===== src/logic/shared_timer_prescaler_map.vh =====
// Register map, field positions, reset values and divider constants
// for the shared timer prescaler. Included by the prescaler design files.
`ifndef SHARED_TIMER_PRESCALER_MAP_VH
`define SHARED_TIMER_PRESCALER_MAP_VH

// ==========================================================
// Register offsets (8-bit register port)
`define ADDR_GENERAL_TIMER_CONTROL 8'h43
`define ADDR_TICK_SOURCE_SELECT    8'h44
`define ADDR_PRESCALER_COUNT_LO    8'h45
`define ADDR_PRESCALER_COUNT_HI    8'h46

// ==========================================================
// general_timer_control fields
`define GTC_SYNC_HOLD_BIT          7
`define GTC_ASYNC_RESET_BIT        1
`define GTC_SYNC_RESET_BIT         0
`define GTC_RESET_VALUE            8'h00

// ==========================================================
// tick_source_select fields: timer 0 in [2:0], timer 1 in [6:4]
`define TSS_SEL0_LSB               0
`define TSS_SEL1_LSB               4
`define TSS_RESET_VALUE            8'h00

// ==========================================================
// Tick source encodings
`define SEL_STOP                   3'h0
`define SEL_DIRECT                 3'h1
`define SEL_DIV8                   3'h2
`define SEL_DIV64                  3'h3
`define SEL_DIV256                 3'h4
`define SEL_DIV1024                3'h5
`define SEL_EXT_FALL               3'h6
`define SEL_EXT_RISE               3'h7

// ==========================================================
// Prescaler: 10-bit counter, tap reached when low bits are all ones
`define PRESCALER_WIDTH            10
`define DIV8_MASK                  10'h007
`define DIV64_MASK                 10'h03f
`define DIV256_MASK                10'h0ff
`define DIV1024_MASK               10'h3ff

`endif


===== src/logic/shared_timer_prescaler.v =====
// Shared 10-bit prescaler with per-timer tick source selection,
// external count pin synchronizers and the general timer control register.
// Assumes one 40 MHz clock, synchronous active-high reset, pins synchronous
// to clk, and a register master that never issues read and write together.
// The timer counters sit outside; they see only one-cycle tick enables
// and the two prescaler reset levels.
`timescale 1ns/1ps
`include "shared_timer_prescaler_map.vh"

// Functional notes
// - Select 1 gives a tick every system clock cycle.
// - Prescaler offers taps at clock divided by 8, 64, 256, 1024.
// - One free-running prescaler serves both timers; each picks its own tap.
// - First prescaled tick comes 1 to N cycles after enabling.
// - Prescaler reset restarts the period for both timers.
// - Each count pin is sampled every cycle, synchronized, then edge-detected.
// - Synchronizer uses rising-edge flops only; the first stands for a clock-high latch stage.
// - Select 7 ticks on rising pin edges, select 6 on falling edges.
// - Pin edge to tick output takes about three system clock cycles.
// - External edges bypass the prescaler, never divided.
// - Sync-hold written one keeps the written prescaler reset bits asserted.
// - Sync-hold written zero clears both prescaler reset bits.
// - Sync reset bit resets prescaler; clears itself unless sync-hold is set.
module shared_timer_prescaler (
    // Clock and reset
    input  wire       clk,
    input  wire       rst,
    // Register port
    input  wire [7:0] addr,
    input  wire [7:0] wdata,
    input  wire       wr,
    input  wire       rd,
    output reg  [7:0] rdata,
    // External count pins
    input  wire       external_count_pin_0,
    input  wire       external_count_pin_1,
    // Timer ticks, one-cycle enables
    output reg        timer_tick_0,
    output reg        timer_tick_1,
    // Prescaler reset levels seen by the timers
    output reg        sync_prescaler_reset,
    output reg        async_prescaler_reset
);

    // ==========================================================
    // Declarations
    // Shared prescaler
    reg  [`PRESCALER_WIDTH-1:0] count_q;
    reg  [`PRESCALER_WIDTH-1:0] count_d;
    wire                        count_run;
    wire                        psr_now;

    // General timer control state
    reg                         sync_hold_mode_q;
    reg                         sync_hold_mode_d;
    reg                         psr_sync_q;
    reg                         psr_sync_d;
    reg                         psr_async_q;
    reg                         psr_async_d;

    // Tick source selects
    reg  [2:0]                  sel0_q;
    reg  [2:0]                  sel1_q;

    // Register port decode and written fields
    wire                        wr_gtc;
    wire                        wr_tss;
    wire                        wr_hold_bit;
    wire                        wr_async_bit;
    wire                        wr_sync_bit;
    wire [2:0]                  wr_sel0;
    wire [2:0]                  wr_sel1;

    // Read path
    reg  [7:0]                  rdata_d;

    // Tap strobes and tick candidates
    reg                         tap8;
    reg                         tap64;
    reg                         tap256;
    reg                         tap1024;
    reg                         tick0_d;
    reg                         tick1_d;

    // Synchronized pin edges
    wire                        ext0_rise;
    wire                        ext0_fall;
    wire                        ext1_rise;
    wire                        ext1_fall;

    // ==========================================================
    // Register write decode
    assign wr_gtc = wr & (addr == `ADDR_GENERAL_TIMER_CONTROL);
    assign wr_tss = wr & (addr == `ADDR_TICK_SOURCE_SELECT);

    // Fields carried by a write, named once for the logic below
    assign wr_hold_bit  = wdata[`GTC_SYNC_HOLD_BIT];
    assign wr_async_bit = wdata[`GTC_ASYNC_RESET_BIT];
    assign wr_sync_bit  = wdata[`GTC_SYNC_RESET_BIT];
    assign wr_sel0      = wdata[`TSS_SEL0_LSB+2:`TSS_SEL0_LSB];
    assign wr_sel1      = wdata[`TSS_SEL1_LSB+2:`TSS_SEL1_LSB];

    // Prescaler is held in reset by the stored bit or a fresh write of one
    assign psr_now   = psr_sync_q | (wr_gtc & wr_sync_bit);
    // Taps may fire only while no prescaler reset is applied
    assign count_run = ~psr_now;

    // ==========================================================
    // General timer control: sync-hold and prescaler reset bits
    // A sync bit written without hold resets the counter for that one cycle
    // only, through psr_now; the stored copy lasts only while hold is set
    always @* begin
        sync_hold_mode_d = sync_hold_mode_q;
        psr_sync_d       = psr_sync_q;
        psr_async_d      = psr_async_q;
        if (wr_gtc) begin
            sync_hold_mode_d = wr_hold_bit;
            if (wr_hold_bit) begin
                // Hold mode keeps whatever was written
                psr_sync_d  = wr_sync_bit;
                psr_async_d = wr_async_bit;
            end else begin
                // Leaving or outside hold: both bits drop together
                psr_sync_d  = 1'b0;
                psr_async_d = 1'b0;
            end
        end
    end

    // Control register state
    always @(posedge clk) begin
        if (rst) begin
            sync_hold_mode_q <= 1'b0;
            psr_sync_q       <= 1'b0;
            psr_async_q      <= 1'b0;
        end else begin
            sync_hold_mode_q <= sync_hold_mode_d;
            psr_sync_q       <= psr_sync_d;
            psr_async_q      <= psr_async_d;
        end
    end

    // Reset levels driven out to the timers
    always @(posedge clk) begin
        if (rst) begin
            sync_prescaler_reset  <= 1'b0;
            async_prescaler_reset <= 1'b0;
        end else begin
            sync_prescaler_reset  <= psr_now;
            async_prescaler_reset <= psr_async_d;
        end
    end

    // ==========================================================
    // Tick source select register
    always @(posedge clk) begin
        if (rst) begin
            sel0_q <= `SEL_STOP;
            sel1_q <= `SEL_STOP;
        end else if (wr_tss) begin
            sel0_q <= wr_sel0;
            sel1_q <= wr_sel1;
        end
    end

    // ==========================================================
    // Shared free-running prescaler
    // Counts regardless of either select field; only its reset stops it
    // A select change does not restart it, so a newly chosen tap may fire
    // anywhere within its first period; a prescaler reset restarts every tap
    always @* begin
        if (psr_now) begin
            count_d = {`PRESCALER_WIDTH{1'b0}};
        end else begin
            count_d = count_q + {{(`PRESCALER_WIDTH-1){1'b0}}, 1'b1};
        end
    end

    // Prescaler counter
    always @(posedge clk) begin
        if (rst) begin
            count_q <= {`PRESCALER_WIDTH{1'b0}};
        end else begin
            count_q <= count_d;
        end
    end

    // Tap strobes: one cycle in every N, suppressed while held in reset
    always @* begin
        tap8    = count_run & ((count_q & `DIV8_MASK)    == `DIV8_MASK);
        tap64   = count_run & ((count_q & `DIV64_MASK)   == `DIV64_MASK);
        tap256  = count_run & ((count_q & `DIV256_MASK)  == `DIV256_MASK);
        tap1024 = count_run & ((count_q & `DIV1024_MASK) == `DIV1024_MASK);
    end

    // ==========================================================
    // External count pin synchronizers, one per timer
    // Pins are taken as synchronous to clk; edges never pass through the taps
    ext_pin_sync u_ext0 (
        .clk  (clk),
        .rst  (rst),
        .pin  (external_count_pin_0),
        .rise (ext0_rise),
        .fall (ext0_fall)
    );

    ext_pin_sync u_ext1 (
        .clk  (clk),
        .rst  (rst),
        .pin  (external_count_pin_1),
        .rise (ext1_rise),
        .fall (ext1_fall)
    );

    // ==========================================================
    // Tick source multiplexers
    // Each timer reads the shared taps through its own select field
    // Selects 6 and 7 take the synchronized edge pulses undivided
    always @* begin
        case (sel0_q)
            `SEL_STOP:     tick0_d = 1'b0;
            `SEL_DIRECT:   tick0_d = 1'b1;
            `SEL_DIV8:     tick0_d = tap8;
            `SEL_DIV64:    tick0_d = tap64;
            `SEL_DIV256:   tick0_d = tap256;
            `SEL_DIV1024:  tick0_d = tap1024;
            `SEL_EXT_FALL: tick0_d = ext0_fall;
            `SEL_EXT_RISE: tick0_d = ext0_rise;
            default:       tick0_d = 1'b0;
        endcase
    end

    // Second timer, same shared taps, independent choice
    always @* begin
        case (sel1_q)
            `SEL_STOP:     tick1_d = 1'b0;
            `SEL_DIRECT:   tick1_d = 1'b1;
            `SEL_DIV8:     tick1_d = tap8;
            `SEL_DIV64:    tick1_d = tap64;
            `SEL_DIV256:   tick1_d = tap256;
            `SEL_DIV1024:  tick1_d = tap1024;
            `SEL_EXT_FALL: tick1_d = ext1_fall;
            `SEL_EXT_RISE: tick1_d = ext1_rise;
            default:       tick1_d = 1'b0;
        endcase
    end

    // Registered tick outputs; pin edge reaches here on the third edge
    // Pin sampled at the first edge, synchronized at the second, ticked at
    // the third; the timer then counts on the fourth
    always @(posedge clk) begin
        if (rst) begin
            timer_tick_0 <= 1'b0;
            timer_tick_1 <= 1'b0;
        end else begin
            timer_tick_0 <= tick0_d;
            timer_tick_1 <= tick1_d;
        end
    end

    // ==========================================================
    // Register read path, data valid the cycle after the strobe
    // Count bytes are read one at a time; a carry between two reads is not caught
    always @* begin
        rdata_d = 8'h00;
        case (addr)
            `ADDR_GENERAL_TIMER_CONTROL: begin
                rdata_d[`GTC_SYNC_HOLD_BIT]   = sync_hold_mode_q;
                rdata_d[`GTC_ASYNC_RESET_BIT] = psr_async_q;
                rdata_d[`GTC_SYNC_RESET_BIT]  = psr_sync_q;
            end
            `ADDR_TICK_SOURCE_SELECT: begin
                rdata_d[`TSS_SEL0_LSB+2:`TSS_SEL0_LSB] = sel0_q;
                rdata_d[`TSS_SEL1_LSB+2:`TSS_SEL1_LSB] = sel1_q;
            end
            `ADDR_PRESCALER_COUNT_LO: begin
                rdata_d = count_q[7:0];
            end
            `ADDR_PRESCALER_COUNT_HI: begin
                rdata_d[1:0] = count_q[`PRESCALER_WIDTH-1:8];
            end
            default: begin
                rdata_d = 8'h00;
            end
        endcase
    end

    // Read data register, zero outside read answers
    always @(posedge clk) begin
        if (rst) begin
            rdata <= 8'h00;
        end else if (rd) begin
            rdata <= rdata_d;
        end else begin
            rdata <= 8'h00;
        end
    end

endmodule


===== src/logic/ext_pin_sync.v =====
// Synchronizer and edge detector for one external count pin.
// Assumes the pin is sampled on the rising edge of clk, reset is synchronous.
`timescale 1ns/1ps

module ext_pin_sync (
    // Clock and reset
    input  wire clk,
    input  wire rst,
    // Pin
    input  wire pin,
    // Edge pulses, one cycle each
    output wire rise,
    output wire fall
);

    reg meta_q;
    reg sync_q;
    reg prev_q;

    // ==========================================================
    // Sampling chain
    // First stage stands for the clock-high latch; only sync_q reads it
    always @(posedge clk) begin
        if (rst) begin
            meta_q <= 1'b0;
            sync_q <= 1'b0;
            prev_q <= 1'b0;
        end else begin
            meta_q <= pin;
            sync_q <= meta_q;
            prev_q <= sync_q;
        end
    end

    // Edge compare on synchronized samples only
    assign rise = sync_q & ~prev_q;
    assign fall = ~sync_q & prev_q;

endmodule


===== config.mk =====
export PLATFORM = sky130hd
export DESIGN_NAME = shared_timer_prescaler
export DESIGN_NICKNAME = d
export VERILOG_FILES = /design/src/logic/shared_timer_prescaler.v /design/src/logic/ext_pin_sync.v
export VERILOG_INCLUDE_DIRS = /design/src /design/src/logic
export SDC_FILE = /design/constraint.sdc
export NUM_CORES = 1
export LEC_CHECK = 0
export BUFFER_PORTS_ARGS = -buffer_cell sky130_fd_sc_hd__buf_4
export CORE_MARGIN = 2
export CORE_UTILIZATION = 57
export CTS_BUF_LIST = sky130_fd_sc_hd__clkbuf_4 sky130_fd_sc_hd__clkbuf_8 sky130_fd_sc_hd__clkbuf_16
export CTS_CLUSTER_SIZE = 12
export DETAILED_ROUTE_END_ITERATION = 10
export GPL_ROUTABILITY_DRIVEN = 0
export HOLD_SLACK_MARGIN = 0.08
export PLACE_DENSITY_LB_ADDON = 0.08
export RECOVER_POWER = 100
export SLEW_MARGIN = 10
export SYNTH_ARGS = -nofsm -noshare
export SYNTH_HDL_FRONTEND = slang
export SYNTH_SLANG_ARGS = --single-unit

===== constraint.sdc =====
create_clock -name clk -period 3.1 [get_ports clk]
set_input_delay 0.465 -clock clk [delete_from_list [all_inputs] [get_ports clk]]
set_output_delay 0.465 -clock clk [all_outputs]
set_load 0.02 [all_outputs]

Word level (Yosys, flattened, before mapping)
Index checks and enable logic that the tools add are counted.
{ "totals": {"ff_bits": 36, "output_inout_bits": 12, "in_bits": 22} }
{ "op_classes": {"addsub": 1, "eq_ne": 22, "mux": 8, "bitwise_logic": 19, "reduce_logical": 5} }
{ "op_table": {"columns": ["op", "count"], "rows": [
  ["8-bit by 7-bit == test with 1-bit output (second input constant)", 4],
  ["3-bit == test (second input constant)", 9],
  ["1-bit one-hot mux with 8 select lines", 2],
  ["3-bit by 2-bit == test with 1-bit output (second input constant)", 4],
  ["1-bit bitwise AND", 11],
  ["10-bit by 1-bit adder with 10-bit output (second input constant)", 1],
  ["10-bit == test (second input constant)", 1],
  ["8-bit == test (second input constant)", 1],
  ["2-bit one-hot mux with 4 select lines", 1],
  ["1-bit inverter", 7],
  ["3-bit by 1-bit == test with 1-bit output (second input constant)", 2],
  ["6-bit == test (second input constant)", 1],
  ["3-bit logical NOT", 2],
  ["3-bit one-hot mux with 2 select lines", 1],
  ["1-bit one-hot mux with 2 select lines", 2],
  ["2-bit OR reduction", 2],
  ["3-bit OR reduction", 1],
  ["1-bit 2-to-1 mux", 2],
  ["1-bit bitwise OR", 1]
]} }

Logic depth before layout (Yosys ltp)
Gate-level depths: netlist of the first run.
{ "logic_depth": {"word_depth": 7, "depth_mapped": 6, "mapped_depth_nobuf": 6} }

Hierarchy
Synthesis of the first run repeated with hierarchy kept, for this count alone.
{ "unflattened": {"cells_unflattened": 186, "hier_area_um2": 1652.8} }
{ "by_module_without_submodules": {"columns": ["mod", "seq_area_each_um2", "cells_each", "area_each_um2", "instances"], "rows": [
  ["shared_timer_prescaler", 600.6, 170, 1470.2, 1],
  ["ext_pin_sync", 60.1, 8, 91.3, 2]
]} }

Worst setup path after synthesis of the first run
No wires, ideal clock.
{ "synth_path": {"path_kind": "input -> register", "start": "in addr[3]", "end": "reg sync_hold_mode_q", "setup_ns": 0.128, "n_path_buf": 1, "arrival_time_ns": 1.379, "stages": 5, "slack_ns": 1.593, "cell_sequence": "nor4_4 -> and4_1 -> buf_2 -> mux2i_1 -> nor2_1"} }
{ "synth_between": {"elab_chain_len": 2} }
{ "synth_rtl": {"columns": ["item", "line", "text"], "rows": [
  ["from (decl)", "shared_timer_prescaler.v:29", "input wire [7:0] addr,"],
  ["8-bit by 7-bit == test with 1-bit output", null, null],
  ["1-bit bitwise AND", "shared_timer_prescaler.v:93", "assign wr_gtc = wr & (addr == `ADDR_GENERAL_TIMER_CONTROL);"],
  ["to (signal assigned)", "shared_timer_prescaler.v:137", "sync_hold_mode_q <= sync_hold_mode_d;"],
  ["to (decl)", "shared_timer_prescaler.v:54", "reg sync_hold_mode_q;"]
]} }
Every way passes these cells.
A chain may end at the register's enable or synchronous reset.

Worst setup path in the final report of the first run
{ "layout_path": {"start": "in addr[3]", "end": "reg sel1_q[2]"} }
{ "layout_between": {"elab_chain_len": 2} }
{ "layout_rtl": {"columns": ["item", "line", "text"], "rows": [
  ["8-bit by 7-bit == test with 1-bit output", null, null],
  ["1-bit bitwise AND", "shared_timer_prescaler.v:94", "assign wr_tss = wr & (addr == `ADDR_TICK_SOURCE_SELECT);"],
  ["to (signal assigned)", "shared_timer_prescaler.v:159", "sel1_q <= `SEL_STOP;"],
  ["to (signal assigned)", "shared_timer_prescaler.v:162", "sel1_q <= wr_sel1;"],
  ["to (decl)", "shared_timer_prescaler.v:63", "reg [2:0] sel1_q;"]
]} }
Every way passes these cells.

==> report_table.html, run 1 <==
<table>
<tr><th>Metric</th><th>Value</th></tr>
<tr><th colspan="2">Worst setup path</th></tr>
<tr><td>Element type at the critical path start</td><td>input pin</td></tr>
<tr><td>Worst-path maximum fanout</td><td>6</td></tr>
<tr><td>Crit path capture type</td><td>register</td></tr>
<tr><td>CP arrival</td><td>2.06 ns</td></tr>
<tr><td>Required arrival time at the worst endpoint</td><td>3.30 ns</td></tr>
<tr><td>Slowest stage cell on the critical path</td><td>nor4_1</td></tr>
<tr><td>Bufs and invs on worst path</td><td>1</td></tr>
<tr><td>CP delay by family, top</td><td>simple AND/OR/NAND/NOR gates</td></tr>
<tr><td>Crit Path Category</td><td>input pin to register</td></tr>
<tr><td>Cells traversed along the worst timing path</td><td>clkbuf_4 -&gt; nor4_1 -&gt; nand4b_1 -&gt; mux2i_1 -&gt; nor2_1</td></tr>
<tr><td>Largest stage delay on the critical path</td><td>0.62 ns</td></tr>
<tr><th colspan="2">Pwr</th></tr>
<tr><td>Switching Share</td><td>22.0%</td></tr>
<tr><td>Part of the power in combinational logic</td><td>6.0%</td></tr>
<tr><td>Sequential share of power</td><td>59.2%</td></tr>
<tr><td>Pleak</td><td>0.711 nW</td></tr>
<tr><td>Maximum vdd drop</td><td>0.347 mV</td></tr>
<tr><td>Net load switching power</td><td>0.176 mW</td></tr>
<tr><td>P per Cell Area</td><td>445 nW/um^2</td></tr>
<tr><td>Internal portion of total power</td><td>0.625 mW</td></tr>
<tr><td>Clock network power share</td><td>34.8%</td></tr>
<tr><th colspan="2">Clock tree</th></tr>
<tr><td>Master cell of the clock root buffer</td><td>clkbuf_4</td></tr>
<tr><td>Number of buffers inserted for hold repair after clock tree synthesis</td><td>0</td></tr>
<tr><td>Deepest clock path buffer count</td><td>2</td></tr>
<tr><td>Clock edge transition at the registers on the reported setup and hold paths</td><td>0.09 ns</td></tr>
<tr><td>Clk_lat worst skew</td><td>0.34 ns</td></tr>
<tr><td>Number of gates resized after CTS</td><td>0</td></tr>
<tr><td>Clock sinks</td><td>36</td></tr>
<tr><td>Buffer count from post-CTS setup fixing</td><td>0</td></tr>
<tr><td>Number of buffers added by the clock tree synthesis step</td><td>5</td></tr>
<tr><td>Level count of the clock H-tree</td><td>2</td></tr>
<tr><td>TritonCTS clock tree</td><td>done</td></tr>
<tr><th colspan="2">Yosys</th></tr>
<tr><td>Warning count from the yosys run</td><td>0</td></tr>
<tr><td>Combined area of all synthesized cells</td><td>1570 sq um</td></tr>
<tr><td>Synthesized instance count</td><td>165</td></tr>
<tr><td>Yosys reg bits</td><td>36</td></tr>
<tr><td>Mean area per synthesized cell</td><td>9.51 sq um</td></tr>
<tr><td>Post-synthesis net count</td><td>189</td></tr>
<tr><td>Seq/Total Area, Yosys</td><td>45.9%</td></tr>
<tr><td>Number of unique standard cell types used by synthesis</td><td>35</td></tr>
<tr><th colspan="2">STA</th></tr>
<tr><td>Final-report setup violation count</td><td>0</td></tr>
<tr><td>Post-route minimum period</td><td>1.86 ns</td></tr>
<tr><td>Final hold violation count</td><td>0</td></tr>
<tr><td>Total Neg Setup Slack</td><td>0 ns</td></tr>
<tr><td>Post-route clock skew</td><td>0.0143 ns</td></tr>
<tr><td>Worst-case headroom to the max-slew limit</td><td>41.2%</td></tr>
<tr><td>Number of max-slew violations in the final report</td><td>0</td></tr>
<tr><td>Unrepaired setup endpoints after global routing</td><td>false</td></tr>
<tr><td>Worst slew pin tran</td><td>0.882 ns</td></tr>
<tr><td>Setup ws final</td><td>1.24 ns</td></tr>
<tr><td>Max Clk Rate</td><td>538 MHz</td></tr>
<tr><td>Share of the cycle needed by the critical path after routing</td><td>60.0%</td></tr>
<tr><th colspan="2">Route</th></tr>
<tr><td>Routed length per placed instance</td><td>13.5 um</td></tr>
<tr><td>Wire length reported by the detailed router</td><td>3080 um</td></tr>
<tr><td>Number of vias in the routed layout</td><td>1250</td></tr>
<tr><td>Length of the first detailed-routing pass in iterations</td><td>4</td></tr>
<tr><td>DRC violations left</td><td>0</td></tr>
<tr><td>Starting DRT DRC Count</td><td>42</td></tr>
<tr><td>Drt via density</td><td>5.48</td></tr>
<tr><td>Number of routed nets with antenna violations</td><td>0</td></tr>
<tr><th colspan="2">GRT</th></tr>
<tr><td>Number of antenna violations at the first check in global routing</td><td>0</td></tr>
<tr><td>Total congestion overflow after global routing</td><td>0</td></tr>
<tr><td>Global-route wire length before repair</td><td>5130 um</td></tr>
<tr><td>Total routing usage reported by global routing</td><td>20.9%</td></tr>
<tr><td>Vias in the first global route</td><td>1170</td></tr>
<tr><td>Maximum number of pins on one net before global-route repair</td><td>22</td></tr>
<tr><th colspan="2">Die</th></tr>
<tr><td>Die Span X</td><td>56.5 um</td></tr>
<tr><td>Top-Level Pins</td><td>34</td></tr>
<tr><td>Die Area</td><td>3190 sq um</td></tr>
<tr><td>Die boundary height</td><td>56.5 um</td></tr>
<tr><td>Core ar.</td><td>2690 sq um</td></tr>
<tr><td>Starting density of the core</td><td>58.4%</td></tr>
<tr><td>Standard-cell rows</td><td>19</td></tr>
<tr><th colspan="2">Final layout</th></tr>
<tr><td>Fraction of the core area covered by cells at the end of the flow</td><td>67.0%</td></tr>
<tr><td>Area occupied by multi-input gates</td><td>774 sq um</td></tr>
<tr><td>Total of fill cells in the finished design</td><td>221</td></tr>
<tr><td>Fraction of layout cells with a size suffix above 1</td><td>15.7%</td></tr>
<tr><td>Relative area change from synthesis to final layout</td><td>14.7%</td></tr>
<tr><td>Layout Cells excl Fill</td><td>228</td></tr>
<tr><td>Seq. cell area</td><td>721 sq um</td></tr>
<tr><td>Net count, final</td><td>220</td></tr>
<tr><td># diodes</td><td>0</td></tr>
<tr><th colspan="2">Job</th></tr>
<tr><td>Reported max-cap violation count</td><td>0</td></tr>
<tr><th colspan="2">Placement</th></tr>
<tr><td>Half-perimeter wire length of the detailed placement result</td><td>2210 um</td></tr>
<tr><td>Count of input and output buffers</td><td>32</td></tr>
<tr><td>Placed Cells incl. Taps</td><td>220</td></tr>
<tr><td>Post-Place Setup Slack</td><td>1.32 ns</td></tr>
<tr><th colspan="2">Outcome</th></tr>
<tr><td>Run status</td><td>complete, no violations</td></tr>
<tr><th colspan="2">Hold path</th></tr>
<tr><td>Hold/Removal Path Class</td><td>input pin to register</td></tr>
</table>
## state kept, by name, indices dropped and copies added, names as in the netlist
signal and count:
async_prescaler_reset 1, count_q 10, psr_sync_q 1, rdata 8
sel0_q 3, sel1_q 3, sync_hold_mode_q 1, sync_prescaler_reset 1
timer_tick_0 1, timer_tick_1 1, u_ext0.meta_q 1, u_ext0.prev_q 1
u_ext0.sync_q 1, u_ext1.meta_q 1, u_ext1.prev_q 1, u_ext1.sync_q 1
## placed cells by master (no fill, tap or decap), drive strengths merged, types with 3 or more instances in the layout
master	n
xor2	5
clkbuf	22
nand2	10
nor3	6
nand4b	3
nor2	31
nand2b	3
nor2b	9
buf	18
a22oi	4
dfxtp	36
mux2i	13
and2	4
## synth_stat cells, drive strengths merged
master   instances  area [sq um]
nor2b            9          56.3
nor3             6          30.0
a22oi            4          30.0
ha               2          25.0
clkbuf           4          16.3
and2             4          25.0
o22ai            1          6.26
nor2            31           116
o31ai            2          15.0
inv              2          7.51
o21ai            1          5.00
nand3            2          10.0
a21oi            1          5.00
and3             1          6.26
nand2b           3          18.8
nand3b           2          15.0
a22o             2          17.5
nand4b           3          32.5
nor4bb           1          10.0
a31oi            1          12.5
a211oi           2          25.0
and4b            2          20.0
and4             2          17.5
a2111oi          2          20.0
mux2             2          22.5
dfxtp           36           721
buf              4          20.0
nor4             1          21.3
xnor2            2          17.5
xor2             5          43.8
nand4            2          12.5
mux2i           13           130
nand2           10          37.5
## layer usage
metal | vias to the layer above | global-route usage, % | wire (um) | share of wire, %
met2 | 34 | 34.7 | 1470 | 48
met5 | - | 0 | 0 | 0
met4 | 0 | 9.18 | 35 | 1.1
met1 | 573 | 24.6 | 1400 | 46
li1 | 637 | - | - | -
met3 | 6 | 6.45 | 171 | 5.6
## power by group through the flow
stage / registers [mW] / logic (mW) / clock network, mW
after floorplan: 0.483 / 0.0257 / 0
after global placement: 0.485 / 0.0501 / 0
after detailed placement: 0.485 / 0.0518 / 0
after CTS: 0.474 / 0.0520 / 0.286
after global routing: 0.476 / 0.0537 / 0.297
final: 0.474 / 0.0483 / 0.278
## area by class of cell
type                            instances  area share (%)
Clock buffer                            8            3.69
Inverter                                2           0.417
Timing Repair Buffer                   32            10.6
Sequential cell                        36            40.1
Tap cell                               31            2.16
Multi-Input combinational cell        119            43.0
## logic make-up (layout without fill, tap and decap cells)
group | after synthesis | after routing | share of synthesized area (%)
and+or+nand+nor | 79 | 79 | 27.4
DFF | 36 | 36 | 45.9
AOI/OAI and AO/OA | 16 | 16 | 8.69
muxes | 15 | 15 | 9.73
buffers and inverters | 10 | 42 | 2.79
xor gates and xnor gates | 7 | 7 | 3.91
adders and majority gates | 2 | 2 | 1.59
## metrics by stage
stage | hold WS, ns | instance area (sq um) | total power [mW]
final | 0.337 | 1800 | 0.801
after global routing | 0.331 | 1800 | 0.826
after CTS | 0.319 | 1880 | 0.812
after detailed placement | 0.433 | 1810 | 0.537
after global placement | 0.422 | 1810 | 0.535
after floorplan | 0.414 | 1570 | 0.509
## worst paths after layout
check / from / to / slack, ns / depth (start not counted)
setup / recovery: addr[3] / sel1_q[2] / 1.24 / 5
hold / removal: external_count_pin_1 / u_ext1.meta_q / 0.34 / 2
setup reg to reg: count_q[0] / timer_tick_1 / 1.37 / 5
hold reg to reg: u_ext0.meta_q / u_ext0.sync_q / 0.45 / 1
Note: power is estimated with default switching activity, not from simulation.
==> run 2, diff against run 1 <==
--- a/config.mk
+++ b/config.mk
@@ -8,7 +8,7 @@
 export LEC_CHECK = 0
 export BUFFER_PORTS_ARGS = -buffer_cell sky130_fd_sc_hd__buf_4
 export CORE_MARGIN = 2
-export CORE_UTILIZATION = 57
+export CORE_UTILIZATION = 53
 export CTS_BUF_LIST = sky130_fd_sc_hd__clkbuf_4 sky130_fd_sc_hd__clkbuf_8 sky130_fd_sc_hd__clkbuf_16
 export CTS_CLUSTER_SIZE = 12
 export DETAILED_ROUTE_END_ITERATION = 10
==> constraint.sdc (replaced) <==
create_clock -name clk -period 1.9 [get_ports clk]
set_input_delay 0.285 -clock clk [delete_from_list [all_inputs] [get_ports clk]]
set_output_delay 0.285 -clock clk [all_outputs]
set_load 0.02 [all_outputs]
==> run 2 against run 1 <==
- clock skew down 0.0051 ns
- sequential cell count unchanged
- register-to-register slack worse by 1.2 ns
- global-route usage down 0.35 points
- critical path type is now register to register
- critical endpoint is now timer_tick_0
- largest cell class unchanged
==> report_table.html, run 2 (same netlist as run 1, synthesis figures left out) <==
<table>
<tr><th>Metric</th><th>Value</th></tr>
<tr><th colspan="2">Worst setup path</th></tr>
<tr><td>Element type at the critical path start</td><td>register (was input pin)</td></tr>
<tr><td>Crit Path Category</td><td>register to register (was input pin to register)</td></tr>
<tr><td>Register-to-register setup slack</td><td>0.18 ns (was 1.37 ns)</td></tr>
<tr><td>Crit path capture type</td><td>register (unchanged)</td></tr>
<tr><td>Cells traversed along the worst timing path</td><td>ha_1 -&gt; nand3_1 -&gt; a2111oi_0 -&gt; o31ai_1 -&gt; a211oi_2 (was clkbuf_4 -&gt; nor4_1 -&gt; nand4b_1 -&gt; mux2i_1 -&gt; nor2_1)</td></tr>
<tr><td>Slowest stage cell on the critical path</td><td>dfxtp_1 (was nor4_1)</td></tr>
<tr><td>CP arrival</td><td>1.98 ns (was 2.06 ns)</td></tr>
<tr><td>Largest stage delay on the critical path</td><td>0.42 ns (was 0.62 ns)</td></tr>
<tr><td>Worst-path maximum fanout</td><td>7 (was 6)</td></tr>
<tr><td>Required arrival time at the worst endpoint</td><td>2.16 ns (was 3.30 ns)</td></tr>
<tr><th colspan="2">GRT</th></tr>
<tr><td>Total routing usage reported by global routing</td><td>20.5% (was 20.9%)</td></tr>
<tr><td>Number of antenna violations at the first check in global routing</td><td>0 (unchanged)</td></tr>
<tr><td>Maximum number of pins on one net before global-route repair</td><td>22 (unchanged)</td></tr>
<tr><td>Global-route wire length before repair</td><td>5330 um (was 5130 um)</td></tr>
<tr><td>Vias in the first global route</td><td>1227 (was 1170)</td></tr>
<tr><td>Total congestion overflow after global routing</td><td>0 (unchanged)</td></tr>
<tr><th colspan="2">Clock tree</th></tr>
<tr><td>Master cell of the clock root buffer</td><td>clkbuf_4 (unchanged)</td></tr>
<tr><td>Number of gates resized after CTS</td><td>0 (unchanged)</td></tr>
<tr><td>TritonCTS clock tree</td><td>done (unchanged)</td></tr>
<tr><td>Clock edge transition at the registers on the reported setup and hold paths</td><td>0.11 ns (was 0.09 ns)</td></tr>
<tr><td>Buffer count from post-CTS setup fixing</td><td>0 (unchanged)</td></tr>
<tr><td>Clk_lat worst skew</td><td>0.35 ns (was 0.34 ns)</td></tr>
<tr><td>Deepest clock path buffer count</td><td>2 (unchanged)</td></tr>
<tr><td>Clock sinks</td><td>36 (unchanged)</td></tr>
<tr><td>Number of buffers inserted for hold repair after clock tree synthesis</td><td>0 (unchanged)</td></tr>
<tr><td>Level count of the clock H-tree</td><td>2 (unchanged)</td></tr>
<tr><td>Number of buffers added by the clock tree synthesis step</td><td>5 (unchanged)</td></tr>
<tr><th colspan="2">Final layout</th></tr>
<tr><td>Relative area change from synthesis to final layout</td><td>17.9% (was 14.7%)</td></tr>
<tr><td>Commonest cells after routing, fill and taps aside</td><td>dfxtp_1 (36), nor2_1 (31), buf_4 (19), mux2i_1 (13), clkbuf_1 (13) (was dfxtp_1 (36), nor2_1 (31), buf_4 (18), mux2i_1 (13), clkbuf_1 (13))</td></tr>
<tr><td>Total of fill cells in the finished design</td><td>238 (was 221)</td></tr>
<tr><td># diodes</td><td>0 (unchanged)</td></tr>
<tr><td>Commonest non-fill, non-tap cell in the layout</td><td>dfxtp_1 (unchanged)</td></tr>
<tr><td>Flip-flop count of the largest register after layout</td><td>10 (unchanged)</td></tr>
<tr><td>Fraction of the core area covered by cells at the end of the flow</td><td>66.5% (was 67.0%)</td></tr>
<tr><td>Largest Register</td><td>count_q (unchanged)</td></tr>
<tr><td>Net count, final</td><td>221 (was 220)</td></tr>
<tr><td>Fraction of layout cells with a size suffix above 1</td><td>17.2% (was 15.7%)</td></tr>
<tr><td>Layout Cells excl Fill</td><td>229 (was 228)</td></tr>
<tr><td>Leading registers by flop count</td><td>count_q: 10 flops, rdata: 8 flops (unchanged)</td></tr>
<tr><th colspan="2">Die</th></tr>
<tr><td>Die boundary height</td><td>58.4 um (was 56.5 um)</td></tr>
<tr><td>Die Span X</td><td>58.4 um (was 56.5 um)</td></tr>
<tr><td>Starting density of the core</td><td>56.4% (was 58.4%)</td></tr>
<tr><td>Core ar.</td><td>2780 sq um (was 2690 sq um)</td></tr>
<tr><td>Top-Level Pins</td><td>34 (unchanged)</td></tr>
<tr><td>Standard-cell rows</td><td>19 (unchanged)</td></tr>
<tr><td>Die Area</td><td>3410 sq um (was 3190 sq um)</td></tr>
<tr><th colspan="2">Route</th></tr>
<tr><td>Length of the first detailed-routing pass in iterations</td><td>4 (unchanged)</td></tr>
<tr><td>Starting DRT DRC Count</td><td>23 (was 42)</td></tr>
<tr><td>Wire length reported by the detailed router</td><td>3120 um (was 3080 um)</td></tr>
<tr><td>Drt via density</td><td>5.49 (was 5.48)</td></tr>
<tr><td>Number of routed nets with antenna violations</td><td>0 (unchanged)</td></tr>
<tr><td>Number of vias in the routed layout</td><td>1258 (was 1250)</td></tr>
<tr><td>DRC violations left</td><td>0 (unchanged)</td></tr>
<tr><td>Routed length per placed instance</td><td>13.6 um (was 13.5 um)</td></tr>
<tr><th colspan="2">Pwr</th></tr>
<tr><td>P per Cell Area</td><td>784 nW/um^2 (was 445 nW/um^2)</td></tr>
<tr><td>Maximum vdd drop</td><td>0.726 mV (was 0.347 mV)</td></tr>
<tr><td>Total power</td><td>1.45 mW (was 0.801 mW)</td></tr>
<tr><td>Pleak</td><td>0.744 nW (was 0.711 nW)</td></tr>
<tr><th colspan="2">STA</th></tr>
<tr><td>Unrepaired setup endpoints after global routing</td><td>false (unchanged)</td></tr>
<tr><td>Share of the cycle needed by the critical path after routing</td><td>90.4%</td></tr>
<tr><td>Worst slew pin tran</td><td>0.903 ns (was 0.882 ns)</td></tr>
<tr><td>Post-route minimum period</td><td>1.72 ns</td></tr>
<tr><td>Max Clk Rate</td><td>582 MHz</td></tr>
<tr><td>Worst-case headroom to the max-slew limit</td><td>39.8% (was 41.2%)</td></tr>
<tr><td>Post-route clock skew</td><td>0.00918 ns (was 0.0143 ns)</td></tr>
<tr><td>Final-report setup violation count</td><td>0 (unchanged)</td></tr>
<tr><td>Final hold violation count</td><td>0 (unchanged)</td></tr>
<tr><td>Number of max-slew violations in the final report</td><td>0 (unchanged)</td></tr>
<tr><td>Total Neg Setup Slack</td><td>0 ns (unchanged)</td></tr>
<tr><th colspan="2">Placement</th></tr>
<tr><td>Half-perimeter wire length of the detailed placement result</td><td>2290 um (was 2210 um)</td></tr>
<tr><td>Placed Cells incl. Taps</td><td>221 (was 220)</td></tr>
<tr><td>Count of input and output buffers</td><td>32 (unchanged)</td></tr>
<tr><th colspan="2">Hold path</th></tr>
<tr><td>Hold/Removal Path Class</td><td>input pin to register (unchanged)</td></tr>
<tr><th colspan="2">Job</th></tr>
<tr><td>Reported max-cap violation count</td><td>0 (unchanged)</td></tr>
<tr><th colspan="2">Outcome</th></tr>
<tr><td>Run status</td><td>complete, no violations (unchanged)</td></tr>
</table>
==> run 2: final timing paths <==
path / depth (start not counted) / end / startpoint
worst max register to register: 5 / timer_tick_0 / count_q[0]
worst max-delay path: 5 / timer_tick_0 / count_q[0]
worst min-delay path: 2 / u_ext1.meta_q / external_count_pin_1
worst min register to register: 1 / u_ext1.sync_q / u_ext1.meta_q
==> run 2: metrics by stage <==
step | hold slack (ns) | setup WS [ns] | area, sq um
2_1_floorplan | 0.413 | 0.445 | 1570
3_5_place_dp | 0.426 | 0.214 | 1820
4_1_cts | 0.138 | 0.176 | 1910
5_1_grt | 0.158 | 0.0281 | 1850
3_3_place_gp | 0.418 | 0.290 | 1820
6_report | 0.148 | 0.183 | 1850
==> run 2: where the power goes <==
group / leakage, nW / internal, mW / switching [mW]
Sequential: 0.292 / 0.765 / 0.00855
Combinational: 0.401 / 0.0439 / 0.0366
Clock: 0.0515 / 0.349 / 0.246
Total: 0.744 / 1.16 / 0.291
==> run 2: layer usage <==
layer | routed length, um | GRT usage [%]
met1 | 1390 | 23.4
met3 | 184 | 6.81
met5 | 0 | 0
met4 | 53 | 9.30
met2 | 1500 | 34.8
==> run 2: worst max-delay path, delay by kind of cell (launching register included) <==
kind,cells,cell delay [ns]
AOI/OAI and AO/OA,3,0.75
adders and majority gates,1,0.21
DFF,1,0.42
and+or+nand+nor,1,0.26
==> run 2: area by class of cell <==
type                            count  area [sq um]  area share (%)
Inverter                            2          7.51           0.406
Clock buffer                        7          65.1            3.52
Tap cell                           31          38.8            2.10
Sequential cell                    36           721            39.0
Multi-Input combinational cell    119           788            42.6
Timing Repair Buffer               33           199            10.8
Clock inverter                      1          30.0            1.62
==> run 3, diff against run 2 <==
--- a/config.mk
+++ b/config.mk
@@ -7,13 +7,14 @@
 export NUM_CORES = 1
 export LEC_CHECK = 0
 export BUFFER_PORTS_ARGS = -buffer_cell sky130_fd_sc_hd__buf_4
+export CORE_ASPECT_RATIO = 0.9
 export CORE_MARGIN = 2
 export CORE_UTILIZATION = 53
 export CTS_BUF_LIST = sky130_fd_sc_hd__clkbuf_4 sky130_fd_sc_hd__clkbuf_8 sky130_fd_sc_hd__clkbuf_16
 export CTS_CLUSTER_SIZE = 12
 export DETAILED_ROUTE_END_ITERATION = 10
-export GPL_ROUTABILITY_DRIVEN = 0
 export HOLD_SLACK_MARGIN = 0.08
+export MAX_ROUTING_LAYER = met4
 export PLACE_DENSITY_LB_ADDON = 0.08
 export RECOVER_POWER = 100
 export SLEW_MARGIN = 10
==> run 3 against run 2 <==
- cell area shrank 0.68%
- first-iteration DRC count did not move
- combinational power is 1% higher
- global-route usage decreased by 0.078 points
- via count about the same
- non-clock buffer count stayed put
- worst hold slack hardly changed
- routed wire length decreased by 2.7%
- total power is 10% lower
- count of clock-buffer cells in the layout is 1 higher
- setup slack improved by 0.042 ns
- utilization shrank 0.72 points
- critical path type unchanged
- critical endpoint is now timer_tick_1
- largest power group unchanged
==> report_table.html, run 3 (same netlist as run 1, synthesis figures left out) <==
<table>
<tr><th>Metric</th><th>Value</th></tr>
<tr><th colspan="2">Route</th></tr>
<tr><td>Starting DRT DRC Count</td><td>23 (unchanged)</td></tr>
<tr><td>Length of the first detailed-routing pass in iterations</td><td>4 (unchanged)</td></tr>
<tr><td>Number of vias in the routed layout</td><td>1257 (was 1258)</td></tr>
<tr><td>Drt via density</td><td>5.28 (was 5.49)</td></tr>
<tr><td>Number of routed nets with antenna violations</td><td>0 (unchanged)</td></tr>
<tr><td>Routed length per placed instance</td><td>12.8 um (was 13.6 um)</td></tr>
<tr><td>DRC violations left</td><td>0 (unchanged)</td></tr>
<tr><td>Wire length reported by the detailed router</td><td>3040 um (was 3120 um)</td></tr>
<tr><th colspan="2">Placement</th></tr>
<tr><td>RePlAce Congestion</td><td>0.861</td></tr>
<tr><td>Placed Cells incl. Taps</td><td>230 (was 221)</td></tr>
<tr><td>Count of input and output buffers</td><td>32 (unchanged)</td></tr>
<tr><td>Half-perimeter wire length of the detailed placement result</td><td>2190 um (was 2290 um)</td></tr>
<tr><td>Post-Place Setup Slack</td><td>0.242 ns (was 0.214 ns)</td></tr>
<tr><td>Placed Instance Area</td><td>1830 sq um (was 1820 sq um)</td></tr>
<tr><th colspan="2">STA</th></tr>
<tr><td>Setup ws final</td><td>0.224 ns (was 0.183 ns)</td></tr>
<tr><td>Worst-case headroom to the max-slew limit</td><td>47.7% (was 39.8%)</td></tr>
<tr><td>Worst slew pin tran</td><td>0.777 ns (was 0.903 ns)</td></tr>
<tr><td>Post-route clock skew</td><td>0.00980 ns (was 0.00918 ns)</td></tr>
<tr><td>Final hold violation count</td><td>0 (unchanged)</td></tr>
<tr><td>Max Clk Rate</td><td>597 MHz (was 582 MHz)</td></tr>
<tr><td>Total Neg Setup Slack</td><td>0 ns (unchanged)</td></tr>
<tr><td>Post-route minimum period</td><td>1.68 ns (was 1.72 ns)</td></tr>
<tr><td>Final-report setup violation count</td><td>0 (unchanged)</td></tr>
<tr><td>Number of max-slew violations in the final report</td><td>0 (unchanged)</td></tr>
<tr><td>Share of the cycle needed by the critical path after routing</td><td>88.2% (was 90.4%)</td></tr>
<tr><td>Unrepaired setup endpoints after global routing</td><td>false (unchanged)</td></tr>
<tr><th colspan="2">Clock tree</th></tr>
<tr><td>Deepest clock path buffer count</td><td>2 (unchanged)</td></tr>
<tr><td>Level count of the clock H-tree</td><td>2 (unchanged)</td></tr>
<tr><td>Number of buffers inserted for hold repair after clock tree synthesis</td><td>0 (unchanged)</td></tr>
<tr><td>Clock sinks</td><td>36 (unchanged)</td></tr>
<tr><td>Clock edge transition at the registers on the reported setup and hold paths</td><td>0.10 ns (was 0.11 ns)</td></tr>
<tr><td>Master cell of the clock root buffer</td><td>clkbuf_4 (unchanged)</td></tr>
<tr><td>TritonCTS clock tree</td><td>done (unchanged)</td></tr>
<tr><td>Number of buffers added by the clock tree synthesis step</td><td>5 (unchanged)</td></tr>
<tr><td>Buffer count from post-CTS setup fixing</td><td>0 (unchanged)</td></tr>
<tr><td>Clk_lat worst skew</td><td>0.34 ns (was 0.35 ns)</td></tr>
<tr><td>Number of gates resized after CTS</td><td>0 (unchanged)</td></tr>
<tr><th colspan="2">Job</th></tr>
<tr><td>Reported max-cap violation count</td><td>0 (unchanged)</td></tr>
<tr><th colspan="2">Die</th></tr>
<tr><td>Starting density of the core</td><td>56.2% (was 56.4%)</td></tr>
<tr><td>Top-Level Pins</td><td>34 (unchanged)</td></tr>
<tr><td>Die Span X</td><td>61.4 um (was 58.4 um)</td></tr>
<tr><td>Core ar.</td><td>2790 sq um (was 2780 sq um)</td></tr>
<tr><td>Die Area</td><td>3410 sq um (about the same)</td></tr>
<tr><td>Standard-cell rows</td><td>18 (was 19)</td></tr>
<tr><td>Die boundary height</td><td>55.6 um (was 58.4 um)</td></tr>
<tr><th colspan="2">Worst setup path</th></tr>
<tr><td>Timing startpoint of the critical path</td><td>count_q[0] (unchanged)</td></tr>
<tr><td>Element type at the critical path start</td><td>register (unchanged)</td></tr>
<tr><td>Crit path capture type</td><td>register (unchanged)</td></tr>
<tr><td>CP arrival</td><td>1.94 ns (was 1.98 ns)</td></tr>
<tr><td>Worst-path maximum fanout</td><td>7 (unchanged)</td></tr>
<tr><td>Worst r2r dst</td><td>timer_tick_1 (was timer_tick_0)</td></tr>
<tr><td>Capture point of the critical path</td><td>timer_tick_1 (was timer_tick_0)</td></tr>
<tr><td>Crit Path Category</td><td>register to register (unchanged)</td></tr>
<tr><td>Required arrival time at the worst endpoint</td><td>2.17 ns (was 2.16 ns)</td></tr>
<tr><td>Beginning of the worst register-to-register path</td><td>count_q[0] (unchanged)</td></tr>
<tr><td>Register-to-register setup slack</td><td>0.22 ns (was 0.18 ns)</td></tr>
<tr><td>Number of cells traversed by the worst register-to-register path</td><td>5 (unchanged)</td></tr>
<tr><th colspan="2">Final layout</th></tr>
<tr><td>Leading registers by flop count</td><td>count_q: 10 flops, rdata: 8 flops (unchanged)</td></tr>
<tr><td>Fraction of layout cells with a size suffix above 1</td><td>17.7% (was 17.2%)</td></tr>
<tr><td>Fraction of the core area covered by cells at the end of the flow</td><td>65.8% (was 66.5%)</td></tr>
<tr><td>Seq. cell area</td><td>721 sq um (unchanged)</td></tr>
<tr><td>Final standard cell area without fillers</td><td>1840 sq um (was 1850 sq um)</td></tr>
<tr><td>Net count, final</td><td>221 (unchanged)</td></tr>
<tr><td># diodes</td><td>0 (unchanged)</td></tr>
<tr><td>Largest Register</td><td>count_q (unchanged)</td></tr>
<tr><td>Commonest cells after routing, fill and taps aside</td><td>dfxtp_1 (36), nor2_1 (31), buf_4 (20), mux2i_1 (13), clkbuf_1 (12) (was dfxtp_1 (36), nor2_1 (31), buf_4 (19), mux2i_1 (13), clkbuf_1 (13))</td></tr>
<tr><td>Layout Cells excl Fill</td><td>238 (was 229)</td></tr>
<tr><td>Commonest non-fill, non-tap cell in the layout</td><td>dfxtp_1 (unchanged)</td></tr>
<tr><td>Relative area change from synthesis to final layout</td><td>17.1% (was 17.9%)</td></tr>
<tr><td>Area occupied by multi-input gates</td><td>790 sq um (was 788 sq um)</td></tr>
<tr><td>Total of fill cells in the finished design</td><td>269 (was 238)</td></tr>
<tr><td>Flip-flop count of the largest register after layout</td><td>10 (unchanged)</td></tr>
<tr><th colspan="2">GRT</th></tr>
<tr><td>Number of antenna violations at the first check in global routing</td><td>0 (unchanged)</td></tr>
<tr><td>Maximum number of pins on one net before global-route repair</td><td>22 (unchanged)</td></tr>
<tr><td>Total routing usage reported by global routing</td><td>20.5% (about the same)</td></tr>
<tr><td>Vias in the first global route</td><td>1152 (was 1227)</td></tr>
<tr><td>Total congestion overflow after global routing</td><td>0 (unchanged)</td></tr>
<tr><td>Global-route wire length before repair</td><td>5080 um (was 5330 um)</td></tr>
<tr><th colspan="2">Outcome</th></tr>
<tr><td>Run status</td><td>complete, no violations (unchanged)</td></tr>
<tr><th colspan="2">Hold path</th></tr>
<tr><td>Hold/Removal Path Class</td><td>input pin to register (unchanged)</td></tr>
<tr><th colspan="2">Pwr</th></tr>
<tr><td>Maximum vdd drop</td><td>0.507 mV (was 0.726 mV)</td></tr>
<tr><td>P per Cell Area</td><td>708 nW/um^2 (was 784 nW/um^2)</td></tr>
<tr><td>Pleak</td><td>0.736 nW (was 0.744 nW)</td></tr>
</table>
## run 3: cell count changes in the layout (fill, tap and decap cells not counted)
cell | before | now
a2111oi_1 | 1 | 2
bufinv_16 | 1 | 0
clkbuf_1 | 13 | 12
a2111oi_0 | 1 | 0
clkbuf_8 | 2 | 1
clkbuf_4 | 6 | 8
buf_4 | 19 | 20
## run 3: where the power goes
group | internal, mW | leakage (nW) | total, mW | switching (mW)
registers | 0.765 | 0.292 | 0.773 | 0.00829
logic | 0.0450 | 0.405 | 0.0816 | 0.0366
clock network | 0.211 | 0.0394 | 0.446 | 0.235
total | 1.02 | 0.736 | 1.30 | 0.280
## run 3: how the worst min path moves through the flow
stage,from,endpoint,slack (ns),depth (start not counted)
global route,external_count_pin_1,u_ext1.meta_q,0.14,2
floorplan,external_count_pin_0,u_ext0.meta_q,0.41,1
detailed placement,u_ext0.meta_q,u_ext0.sync_q,0.43,1
global placement,u_ext0.meta_q,u_ext0.sync_q,0.42,1
finish,external_count_pin_1,u_ext1.meta_q,0.15,2
CTS,external_count_pin_1,u_ext1.meta_q,0.13,2
## run 3: final cells by class
type,instances,share of cell area [%]
inverter,2,0.409
tap,40,2.72
multi-input combinational,119,43.0
timing repair buffer,33,11.0
sequential,36,39.2
clock buffer,8,3.61
## run 3: per-stage QoR
step                      power, mW  hold WS (ns)
after global routing           1.36         0.140
after CTS                      1.32         0.133
after floorplan               0.831         0.413
after detailed placement      0.876         0.427
after global placement        0.873         0.417
final                          1.30         0.148
## run 3: layer usage
layer	routed length [um]	share of wire (%)	vias up	global-route usage [%]
met1	1420	47	572	25.3
met4	65	2.1	0	8.21
li1	-	-	636	-
met2	1310	43	40	29.9
met5	0	0	-	-
met3	238	7.8	9	7.67
## run 3: worst max-delay path, stage by stage (launching register included)
cell       delay [ns]
dfxtp_1          0.41
ha_1             0.20
nand3_1          0.24
a2111oi_1        0.39
o31ai_1          0.12
a211oi_2         0.23
